[src/pkg/aga_pkg.sv]
package aga_pkg;
	localparam int ADDR_W = 64;
	localparam int DISP_W = 32;
	localparam int GPR_CNT = 16;
	localparam int GPR_SEL_W = 4;
	localparam int PORT_W = 16;
	localparam int LANE_W = 4;
	localparam int BUS_BYTES = 8;
	// Size codes: byte, word, dword, qword, dqword
	typedef enum logic [2:0] {
		AGA_SZ_B = 3'h0,
		AGA_SZ_W = 3'h1,
		AGA_SZ_D = 3'h2,
		AGA_SZ_Q = 3'h3,
		AGA_SZ_DQ = 3'h4
	} aga_size_t;
	typedef enum logic [1:0] {
		AGA_DISP_NONE = 2'h0,
		AGA_DISP_8 = 2'h1,
		AGA_DISP_16 = 2'h2,
		AGA_DISP_32 = 2'h3
	} aga_disp_t;
	// Scale codes 1,2,4,8 as shift amounts
	localparam logic [1:0] SCALE_MAX_SH = 2'h3;
	localparam logic [4:0] DQ_BYTES = 5'h10;
	localparam logic [3:0] DQ_ALIGN_MASK = 4'hF;
	localparam logic [2:0] QW_ALIGN_MASK = 3'h7;
	localparam logic [1:0] DW_ALIGN_MASK = 2'h3;
	localparam logic [1:0] LANE4_MASK = 2'h3;
	localparam logic [2:0] LANE8_MASK = 3'h7;
	typedef enum logic [2:0] {
		AGA_ST_IDLE = 3'b001,
		AGA_ST_FIRST = 3'b010,
		AGA_ST_SECOND = 3'b100
	} aga_state_t;
endpackage : aga_pkg

[src/pkg/aga_req_if.sv]
`timescale 1ns/1ps
`default_nettype none
interface aga_req_if;
	logic [aga_pkg::ADDR_W-1:0] ea;
	logic [4:0] nbytes;
	logic valid;
	logic ready;
	logic [aga_pkg::ADDR_W-1:0] cyc_addr;
	logic [4:0] cyc_bytes;
	logic cyc_valid;
	logic cyc_last;
	modport src (output ea, output nbytes, output valid, input ready);
	modport split (input ea, input nbytes, input valid, output ready,
		output cyc_addr, output cyc_bytes, output cyc_valid, output cyc_last);
endinterface : aga_req_if
`default_nettype wire

[src/rtl/aga_splitter.sv]
`timescale 1ns/1ps
`default_nettype none
// Breaks one access into at most two bus cycles at a lane boundary
module aga_splitter (
	input wire logic sys_clk,
	input wire logic reset_n,
	input wire logic [2:0] lane_log2,
	input wire logic bus_ready,
	aga_req_if.split rq
);
	logic [aga_pkg::ADDR_W-1:0] addr2;
	logic [4:0] bytes2;
	logic [4:0] first_bytes;
	logic [4:0] room;
	logic [aga_pkg::ADDR_W-1:0] lane_mask;
	aga_pkg::aga_state_t state;
	assign lane_mask = (64'h1 << lane_log2) - 64'h1;
	assign room = 5'((64'h1 << lane_log2) - (rq.ea & lane_mask));
	assign first_bytes = (rq.nbytes > room) ? room : rq.nbytes;
	assign rq.ready = (state == aga_pkg::AGA_ST_IDLE);
	//==========================================
	// Sequence
	always_ff @(posedge sys_clk or negedge reset_n) begin
		if (!reset_n) begin
			state <= aga_pkg::AGA_ST_IDLE;
			addr2 <= '0;
			bytes2 <= '0;
			rq.cyc_addr <= '0;
			rq.cyc_bytes <= '0;
			rq.cyc_valid <= 1'b0;
			rq.cyc_last <= 1'b0;
		end else begin
			case (state)
				aga_pkg::AGA_ST_IDLE: begin
					if (rq.valid) begin
						rq.cyc_addr <= rq.ea;
						rq.cyc_bytes <= first_bytes;
						rq.cyc_valid <= 1'b1;
						rq.cyc_last <= (first_bytes == rq.nbytes);
						addr2 <= rq.ea + 64'(first_bytes);
						bytes2 <= rq.nbytes - first_bytes;
						state <= aga_pkg::AGA_ST_FIRST;
					end
				end
				aga_pkg::AGA_ST_FIRST: begin
					if (bus_ready) begin
						if (rq.cyc_last) begin
							rq.cyc_valid <= 1'b0;
							state <= aga_pkg::AGA_ST_IDLE;
						end else begin
							rq.cyc_addr <= addr2;
							rq.cyc_bytes <= bytes2;
							rq.cyc_last <= 1'b1;
							state <= aga_pkg::AGA_ST_SECOND;
						end
					end
				end
				aga_pkg::AGA_ST_SECOND: begin
					if (bus_ready) begin
						rq.cyc_valid <= 1'b0;
						rq.cyc_last <= 1'b0;
						state <= aga_pkg::AGA_ST_IDLE;
					end
				end
				default: state <= aga_pkg::AGA_ST_IDLE;
			endcase
		end
	end
endmodule : aga_splitter
`default_nettype wire

[src/rtl/aga_top.sv]
`timescale 1ns/1ps
`default_nettype none
module aga_top #(
	parameter int GPR_CNT = aga_pkg::GPR_CNT
) (
	input wire logic sys_clk,
	input wire logic reset_n,
	input wire logic req_valid,
	input wire logic req_io,
	input wire logic io_from_reg,
	input wire logic [aga_pkg::PORT_W-1:0] io_imm_port,
	input wire logic [aga_pkg::PORT_W-1:0] port_index_data_register,
	input wire logic ip_relative,
	input wire logic [aga_pkg::ADDR_W-1:0] instruction_pointer,
	input wire logic [aga_pkg::DISP_W-1:0] disp,
	input wire logic [1:0] disp_size,
	input wire logic base_en,
	input wire logic [aga_pkg::GPR_SEL_W-1:0] base_sel,
	input wire logic index_en,
	input wire logic [aga_pkg::GPR_SEL_W-1:0] index_sel,
	input wire logic [1:0] scale_sh,
	input wire logic [2:0] op_size,
	input wire logic need_align,
	input wire logic [aga_pkg::ADDR_W*GPR_CNT-1:0] gpr_file,
	input wire logic bus_ready,
	output logic req_ready,
	output logic [aga_pkg::ADDR_W-1:0] bus_addr,
	output logic [4:0] bus_bytes,
	output logic bus_valid,
	output logic bus_last,
	output logic bus_io,
	output logic [aga_pkg::ADDR_W-1:0] eff_addr,
	output logic natural_aligned,
	output logic general_protection_fault
);
	logic [aga_pkg::ADDR_W-1:0] disp_ext;
	logic [aga_pkg::ADDR_W-1:0] base_val;
	logic [aga_pkg::ADDR_W-1:0] index_val;
	logic [aga_pkg::ADDR_W-1:0] next_ea;
	logic [4:0] nbytes;
	logic [2:0] lane_log2;
	logic aligned;
	logic misalign_fault;
	logic io_q;
	logic take;
	logic dq_mem;
	logic [aga_pkg::PORT_W-1:0] io_port;
	logic [aga_pkg::ADDR_W-1:0] ip_disp;
	logic [aga_pkg::ADDR_W-1:0] scaled_index;
	logic [1:0] pick_en;
	logic [aga_pkg::GPR_SEL_W-1:0] pick_sel [2];
	logic [aga_pkg::ADDR_W-1:0] pick_val [2];
	aga_req_if rq ();

	//==========================================
	// Component select
	// sign-extend displacement
	always_comb begin
		case (aga_pkg::aga_disp_t'(disp_size))
			aga_pkg::AGA_DISP_8: disp_ext = 64'(signed'(disp[7:0]));
			aga_pkg::AGA_DISP_16: disp_ext = 64'(signed'(disp[15:0]));
			aga_pkg::AGA_DISP_32: disp_ext = 64'(signed'(disp[31:0]));
			default: disp_ext = '0;
		endcase
	end

	// Slot 0 is the base, slot 1 the index
	assign pick_en = {index_en, base_en};
	assign pick_sel[0] = base_sel;
	assign pick_sel[1] = index_sel;

	for (genvar g = 0; g < 2; g++) begin : g_pick
		assign pick_val[g] = pick_en[g] ?
			gpr_file[pick_sel[g]*aga_pkg::ADDR_W +: aga_pkg::ADDR_W] : '0;
	end
	assign base_val = pick_val[0];
	assign index_val = pick_val[1];

	//==========================================
	// Address sum
	// port source select
	assign io_port = io_from_reg ? port_index_data_register : io_imm_port;
	assign ip_disp = 64'(signed'(disp));
	// scaled index
	// Shift of 0..3 gives x1, x2, x4, x8; scale never negative
	assign scaled_index = index_val << scale_sh;

	always_comb begin
		if (req_io) begin
			// Ports live in the low 16 bits only
			next_ea = 64'(io_port);
		end else if (ip_relative) begin
			next_ea = instruction_pointer + ip_disp;
		end else begin
			next_ea = disp_ext + base_val + scaled_index;
		end
	end

	//==========================================
	// Size and alignment
	// operand width in bytes
	always_comb begin
		case (aga_pkg::aga_size_t'(op_size))
			aga_pkg::AGA_SZ_W: nbytes = 5'h02;
			aga_pkg::AGA_SZ_D: nbytes = 5'h04;
			aga_pkg::AGA_SZ_Q: nbytes = 5'h08;
			aga_pkg::AGA_SZ_DQ: nbytes = aga_pkg::DQ_BYTES;
			default: nbytes = 5'h01;
		endcase
	end

	always_comb begin
		case (aga_pkg::aga_size_t'(op_size))
			aga_pkg::AGA_SZ_W: aligned = ~next_ea[0];
			aga_pkg::AGA_SZ_D: aligned = (next_ea[1:0] & aga_pkg::DW_ALIGN_MASK) == 2'h0;
			aga_pkg::AGA_SZ_Q: aligned = (next_ea[2:0] & aga_pkg::QW_ALIGN_MASK) == 3'h0;
			aga_pkg::AGA_SZ_DQ: aligned = (next_ea[3:0] & aga_pkg::DQ_ALIGN_MASK) == 4'h0;
			default: aligned = 1'b1;
		endcase
	end

	// I/O ports use 4-byte lanes
	// Quadword and dqword memory use 8-byte lanes
	always_comb begin
		lane_log2 = 3'h2;
		if (!req_io) begin
			case (aga_pkg::aga_size_t'(op_size))
				aga_pkg::AGA_SZ_Q: lane_log2 = 3'h3;
				aga_pkg::AGA_SZ_DQ: lane_log2 = 3'h3;
				default: lane_log2 = 3'h2;
			endcase
		end
	end

	// Only memory dqwords can demand 16-byte alignment
	assign dq_mem = !req_io && (aga_pkg::aga_size_t'(op_size) == aga_pkg::AGA_SZ_DQ);
	assign misalign_fault = need_align && dq_mem &&
		((next_ea[3:0] & aga_pkg::DQ_ALIGN_MASK) != 4'h0);

	//==========================================
	// Result registers
	assign take = req_valid && req_ready;

	// Address and alignment flag stand until the next take
	always_ff @(posedge sys_clk or negedge reset_n) begin
		if (!reset_n) begin
			eff_addr <= '0;
			natural_aligned <= 1'b0;
		end else if (take) begin
			eff_addr <= next_ea;
			natural_aligned <= aligned;
		end
	end

	// one-cycle fault pulse
	// A held faulting request is taken every cycle and keeps the fault high
	always_ff @(posedge sys_clk or negedge reset_n) begin
		if (!reset_n) begin
			general_protection_fault <= 1'b0;
		end else begin
			general_protection_fault <= take && misalign_fault;
		end
	end

	// Kind of the access now on the bus
	always_ff @(posedge sys_clk or negedge reset_n) begin
		if (!reset_n) begin
			io_q <= 1'b0;
		end else if (take) begin
			io_q <= req_io;
		end
	end

	// Faulting access never reaches the bus
	assign rq.valid = req_valid && !misalign_fault;
	assign rq.ea = next_ea;
	// unaligned dqword goes through split path
	// first cycle carries lowest address, low bytes
	assign rq.nbytes = nbytes;
	assign req_ready = rq.ready;

	aga_splitter u_split (
		.sys_clk(sys_clk),
		.reset_n(reset_n),
		.lane_log2(lane_log2),
		.bus_ready(bus_ready),
		.rq(rq)
	);

	// addresses are unsigned binary on the bus
	assign bus_addr = rq.cyc_addr;
	assign bus_bytes = rq.cyc_bytes;
	assign bus_valid = rq.cyc_valid;
	assign bus_last = rq.cyc_last;
	assign bus_io = io_q;
endmodule : aga_top
`default_nettype wire

[config.mk]
export PLATFORM = sky130hd
export DESIGN_NAME = aga_top
export DESIGN_NICKNAME = d
export VERILOG_FILES = /design/src/pkg/aga_pkg.sv /design/src/pkg/aga_req_if.sv /design/src/rtl/aga_splitter.sv /design/src/rtl/aga_top.sv
export SDC_FILE = /design/constraint.sdc
export NUM_CORES = 2
export LEC_CHECK = 0
export BUFFER_PORTS_ARGS = -buffer_cell sky130_fd_sc_hd__buf_2
export CAP_MARGIN = 20
export CORE_AREA = 5 5 509 511
export CTS_CLUSTER_DIAMETER = 40
export CTS_CLUSTER_SIZE = 10
export DETAILED_ROUTE_END_ITERATION = 6
export DIE_AREA = 0 0 514 516
export PLACE_DENSITY_LB_ADDON = 0.05
export SLEW_MARGIN = 20
export SYNTH_ARGS = -nofsm -noshare
export SYNTH_HDL_FRONTEND = slang
export SYNTH_SLANG_ARGS = --single-unit
[constraint.sdc]
create_clock -name sys_clk -period 5.3 [get_ports sys_clk]
set_input_delay 0.795 -clock sys_clk [delete_from_list [all_inputs] [get_ports sys_clk]]
set_output_delay 0.795 -clock sys_clk [all_outputs]
set_load 0.02 [all_outputs]
After elaboration in Yosys (flattened, before gate mapping)
Cells that the tools add are included.
{ "word_totals": {"word_cells": 93, "out_inout_bits": 139, "regBits": 210} }
{ "classes": {"shift": 4, "n_lt_le_gt_ge": 1, "reduce_logical": 20, "muxes": 32, "bitwise": 2, "add_sub_neg": 7, "eq_ne": 16} }
{ "op_table": {"columns": ["operator", "n"], "rows": [
  ["1024-bit by 11-bit variable part select with 64-bit output", 2],
  ["64-bit 2-to-1 mux", 7],
  ["64-bit adder", 3],
  ["64-bit case mux with 3 select lines", 1],
  ["64-bit case mux with 2 select lines", 1],
  ["64-bit by 5-bit adder with 64-bit output", 1],
  ["64-bit by 2-bit left shift with 64-bit output", 1],
  ["5-bit 2-to-1 mux", 4],
  ["5-bit case mux with 4 select lines", 1],
  ["16-bit 2-to-1 mux", 1],
  ["3-bit 2-to-1 mux", 4],
  ["5-bit case mux with 2 select lines", 1],
  ["5-bit subtractor", 2],
  ["3-bit by 2-bit == test with 1-bit output, second input constant", 3],
  ["3-bit case mux with 3 select lines", 1],
  ["1-bit 2-to-1 mux", 8],
  ["4-bit AND reduction", 2],
  ["3-bit by 1-bit == test with 1-bit output, second input constant", 2],
  ["3-bit == test, second input constant", 2],
  ["1-bit logical AND", 6],
  ["2-bit != test, second input constant", 3],
  ["1-bit case mux with 3 select lines", 2],
  ["5-bit AND", 1],
  ["5-bit == test", 1],
  ["other kinds (19)", 22]
]} }

Logic depth before layout (Yosys ltp)
{ "logic_depth": {"ltp_word": 13, "mapped_depth": 37, "depth_no_buf": 33} }

Hierarchy
A second synthesis with hierarchy kept.
{ "hier_totals": {"cells_unflattened": 3800, "area_unflattened_um2": 37931.4} }
{ "by_module_without_submodules": {"columns": ["module", "cells_each", "n_inst", "area_each_um2", "seq_area_each_um2"], "rows": [
  ["aga_top", 2889, 1, 30207.7, 1676.6],
  ["aga_splitter", 911, 1, 7723.7, 3579.7]
]} }

Least setup slack after synthesis
Ideal clock, no wire load.
{ "synth_path": {"path_type": "input to register", "startpoint": "input index_sel[0] (netlist bit)", "endpoint": "register u_split.addr2[58] (netlist bit)", "path_stages": 36, "slack_ps": -4738, "path_buffers": 4, "arrival_time_ps": 9956, "required_time_ps": 5218, "path_cell_list": "clkbuf_1 buf_1 clkbuf_1 buf_1 mux4_2 mux4_2 mux2_2 and3_1 fa_1 ha_1 inv_1 fa_1 a21oi_1 a21oi_1 nand2_1 xor2_1 ha_1 nand3_1 nor2_1 a211oi_1 nor2_1 mux2i_1 ha_1 inv_1 fa_1 inv_1 a21oi_1 o21bai_1 a21o_1 or4b_1 nor4_4 nand4_1 nor4_1 nand4_1 or4_1 a31oi_1"} }
{ "synth_between": {"elab_chain_cells": 11, "word_cells_on_any_way": 16, "cone_classes": "add/sub: 3; order compare: 1; shift: 2; mux: 4; bitwise: 1; reduce/logical: 5"} }
{ "synth_rtl": {"columns": ["element", "line", "text"], "rows": [
  ["start: declaration", "aga_top.sv:20", "input wire logic [aga_pkg::GPR_SEL_W-1:0] index_sel,"],
  ["1024-bit by 11-bit variable part select with 64-bit output (*)", "aga_top.sv:74", "gpr_file[pick_sel[g]*aga_pkg::ADDR_W +: aga_pkg::ADDR_W] : '0;"],
  ["64-bit 2-to-1 mux (*)", "aga_top.sv:73", "assign pick_val[g] = pick_en[g] ?"],
  ["64-bit by 2-bit left shift with 64-bit output (*)", "aga_top.sv:86", "assign scaled_index = index_val << scale_sh;"],
  ["64-bit adder (*)", "aga_top.sv:95", "next_ea = disp_ext + base_val + scaled_index;"],
  ["64-bit 2-to-1 mux (*)", "aga_top.sv:92", "end else if (ip_relative) begin"],
  ["64-bit 2-to-1 mux (*)", "aga_top.sv:89", "if (req_io) begin"],
  ["5-bit AND or 4-bit nonzero test (tied branches)", "aga_splitter.sv:18, aga_top.sv:138", null],
  ["5-bit subtractor or 1-bit logical AND (tied branches)", "aga_splitter.sv:18, aga_top.sv:137", null],
  ["5-bit > comparator or 1-bit logical NOT (tied branches)", "aga_splitter.sv:19, aga_top.sv:175", null],
  ["5-bit 2-to-1 mux or 1-bit logical AND (tied branches)", "aga_splitter.sv:19, aga_top.sv:175", null],
  ["64-bit by 5-bit adder with 64-bit output or 2-bit AND reduction (tied branches)", null, null],
  ["end signal: assignment", "aga_splitter.sv:40", "addr2 <= rq.ea + 64'(first_bytes);"],
  ["end: declaration", "aga_splitter.sv:11", "logic [aga_pkg::ADDR_W-1:0] addr2;"]
]} }
Mark *: on every way between the ends. The rest lies on a longest branch, timed or not.
A chain may end at the register's enable or synchronous reset.

Worst setup path in the final report
{ "layout_path": {"startpoint": "input index_sel[0] (netlist bit)", "endpoint": "register u_split.addr2[59] (netlist bit)"} }
Same word-level chain as after synthesis.

==> flow_metrics.tcl <==
set metrics [dict create \
    grt_pass1_wl_mm 454 \
    fin_skew_ns 0.0318 \
    yosys.area.top_type "mux4_2" \
    p_comb_share_pct 71.0 \
    grt_pass1_vias 46887 \
    drt_iter0_drc 3817 \
    peakVddDrop_mv 0.237 \
    vias 46352 \
    synthArstFlopShare_pct 100 \
    vias_per_cell 4.83 \
    grt_max_degree 94 \
    slew_viol_final 0 \
    core_um2 253000 \
    violations "negative setup slack" \
    wl_per_cell_um 36.4 \
    h-tree-depth 1 \
    start_util_pct 15.5 \
    p_leak_nw 25.8 \
    die_w_um 514 \
    grt_busiest_layer "met2" \
    setup_ws_ns -3.27 \
    final_layout_size_suffix_gt1_share_pct 56.9 \
    place_ws_ns -4.52 \
    synth.top_cell.area_share_pct 36.8 \
    period_share_pct 162 \
    track_usage_pct 25.2 \
    hold_buffers 0 \
    ys_top_cells_by_area "mux4_2, dfrtp_1, ha_1" \
    critPathRequiredTime_ns 5.77 \
    clkLatencyLatePin_ns 0.59 \
    total_power_mw 17.5 \
    netSwitchingPower_mw 8.37 \
    port_buffers 1315 \
    post-route-drc-count 0 \
    intPower_mw 9.09 \
    root_buffer "clkbuf_16" \
    cp_max_fo 5 \
    hold_viol_final 0 \
    num_rows 185 \
    synth_area_per_cell_um2 9.77 \
    cp_common_cell "a21oi_2" \
    seq_power_share_pct 16.9 \
    ios 1316 \
    use_met1_pct 33.7 \
    slowest_delay_ns 0.68 \
    routabilityCongestion 0.975 \
    swShare_pct 47.9 \
    crit_path_top_delay_cell "fa_2" \
    crit_type "in -> reg" \
    clk_pin_slew_ns 0.06 \
    syn_inst 4007 \
    totalWireLength_mm 349 \
    first_pass_iters 7 \
    drv_cap 0 \
    dpl.hpwl_mm 309 \
    ys_types 113 \
    die_h_um 516 \
    tightest_slew_ns 1.02 \
    ant_nets 0 \
    cts.sinks 210 \
    yosys_warnings 0 \
    critPathBufInv 8 \
    die_area_um2 265000 \
    antenna_found_initial 371 \
    fillers 28014 \
    area_growth_pct 54.1 \
    layout_min_cycle_time_ns 8.57 \
    globalRouteMet3Util_pct 6.01 \
    start_kind "input pin" \
    multi_input_area_um2 33500 \
    crit_family "simple AND/OR/NAND/NOR gates" \
    nNetsFinal 7465 \
    clkPwrFrac_pct 12.1 \
    synth_edf_count 0 \
    rsz0062_at_grt "yes" \
    ys.flop_type "dfrtp_1" \
    cp.depth 35 \
    power.density_nw_per_um2 289 \
    cts_buffer_depth 3 \
    netlist_area_um2 39200 \
    worst_setup_path_end_kind "flip-flop" \
    slew_headroom_pct 32.1 \
    fmax_mhz 117 \
    synth_nets 5391 \
    worst_ep_arrival_time_ns 9.04 \
    synth-seq-cells 210 \
    grtUsageMet2_pct 40.7 \
    min_path_type "in -> async" \
    status "finished with violations" \
    cts_tree "yes" \
    numCtsBuffers 30 \
    seq_area_um2 5260 \
    reg2reg_depth 8 \
    overflow 0 \
    finalSetupViolCount 203 \
    ys_seq_area_share_pct 13.4 \
]
[kinds of logic (layout without fill, tap and decap cells)]
group                    after synthesis  count (layout)  synth area share, %
XOR/XNOR                             101             101                 2.26
AO/OA/AOI/OAI                        992             992                 16.1
AND/OR/NAND/NOR                     1246            1246                 15.0
buffers and inverters                473            2568                 4.71
other                                  1             120              0.00957
flip-flops                           210             210                 13.4
adder cells (fa/ha/maj)              207             207                 7.90
multiplexers                         777             777                 40.6
[placed cells by master, fill, tap and decap left out, types with 21 or more instances in the layout]
master	count
a211oi_1	21
a21o_1	50
a21oi_1	269
a21oi_2	42
a31oi_1	68
and2_1	44
buf_12	31
buf_2	1303
buf_4	992
buf_6	50
clkbuf_16	31
dfrtp_1	209
diode_2	119
fa_1	64
ha_1	121
inv_1	110
mux2_2	81
mux2i_1	42
mux4_2	640
nand2_1	440
nand2b_1	21
nand3_1	57
nand4_1	87
nor2_1	305
nor3_1	52
o211ai_1	29
o21a_1	29
o21ai_0	171
o21ai_1	76
or3_1	26
xnor2_1	45
xor2_1	42
[cells in the mapped netlist, types with 28 or more instances]
| cell | n |
|---|---|
| mux2_2 | 88 |
| nand2_1 | 450 |
| nor2_1 | 326 |
| or3_1 | 29 |
| nand3_1 | 63 |
| inv_1 | 116 |
| a21oi_1 | 309 |
| o21a_1 | 30 |
| ha_1 | 140 |
| xnor2_1 | 56 |
| clkbuf_1 | 233 |
| mux2i_1 | 48 |
| buf_1 | 77 |
| a21o_1 | 50 |
| a211oi_1 | 33 |
| fa_1 | 67 |
| o21ai_0 | 233 |
| o31ai_1 | 28 |
| nand4_1 | 87 |
| xor2_1 | 45 |
| o211ai_1 | 29 |
| dfrtp_1 | 209 |
| nor3_1 | 64 |
| a31oi_1 | 81 |
| buf_2 | 39 |
| mux4_2 | 640 |
| and2_1 | 45 |
[area by class of cell]
cell class                 instances  area share [%]
clock inverter                    12           0.303
tap                             3366            6.98
sequential                       210            8.71
antenna                          119           0.493
clock buffer                      41            1.40
multi-input combinational       3324            55.5
timing repair buffer            2398            25.9
inverter                         117           0.728
[path summary, 6_finish.rpt]
check | slack (ns) | endpoint | start
max | -3.27 | u_split.addr2[59]$_DFFE_PN0P_ | index_sel[0]
min | 0.28 | eff_addr[4]$_DFFE_PN0P_ | reset_n
max reg2reg | 2.76 | u_split.rq.cyc_addr[24]$_DFFE_PN0P_ | u_split.state[1]$_DFFE_PN0P_
min reg2reg | 0.47 | natural_aligned$_DFFE_PN0P_ | natural_aligned$_DFFE_PN0P_
max in group asynchronous | 3.89 | u_split.state[0]$_DFFE_PN1P_ | reset_n
min in group sys_clk | 0.47 | natural_aligned$_DFFE_PN0P_ | natural_aligned$_DFFE_PN0P_
[stage by stage]
stage	instances	util (%)	cell area, µm²	hold slack (ns)	TNS (ns)
after CTS	9460	23.4	59400	0.299	-306.25
after global placement	9381	22.5	57100	0.452	-538.47
after global routing	9531	23.8	60200	0.329	-341.70
final	9587	23.8	60400	0.284	-288.15
after detailed placement	9381	22.5	57100	0.461	-538.29
after floorplan	4007	-	39500	0.433	-227.39
[power groups by stage]
stage	combinational, mW	clock [mW]	sequential [mW]
detailed placement	12.0	0	2.98
CTS	12.3	2.23	2.95
global placement	12.0	0	2.97
finish	12.4	2.12	2.94
floorplan	5.17	0	3.35
global route	13.4	2.27	3.04
[flip-flops by register name (all words and copies together), names as in the netlist]
register and count:
bus_io 1, eff_addr 64, general_protection_fault 1, natural_aligned 1, u_split.addr2 64, u_split.bytes2 5
u_split.rq.cyc_addr 64, u_split.rq.cyc_bytes 5, u_split.rq.cyc_last 1, u_split.rq.cyc_valid 1, u_split.state 3
[what timing repair did]
action,in CTS,in global routing
setup endpoints to repair,205,205
resized for setup,224,153
buffers inserted,24,11
hold endpoints to repair,0,0
pin swaps,87,57
gates cloned,4,1
[per-layer routing]
layer,wire length [µm],part of all wire (%),vias up
met5,997,0.29,-
met4,11600,3.3,154
met3,24800,7.1,624
met2,159000,46,1980
met1,153000,44,23487
li1,-,-,20107
(Power assumes the default switching activity.)
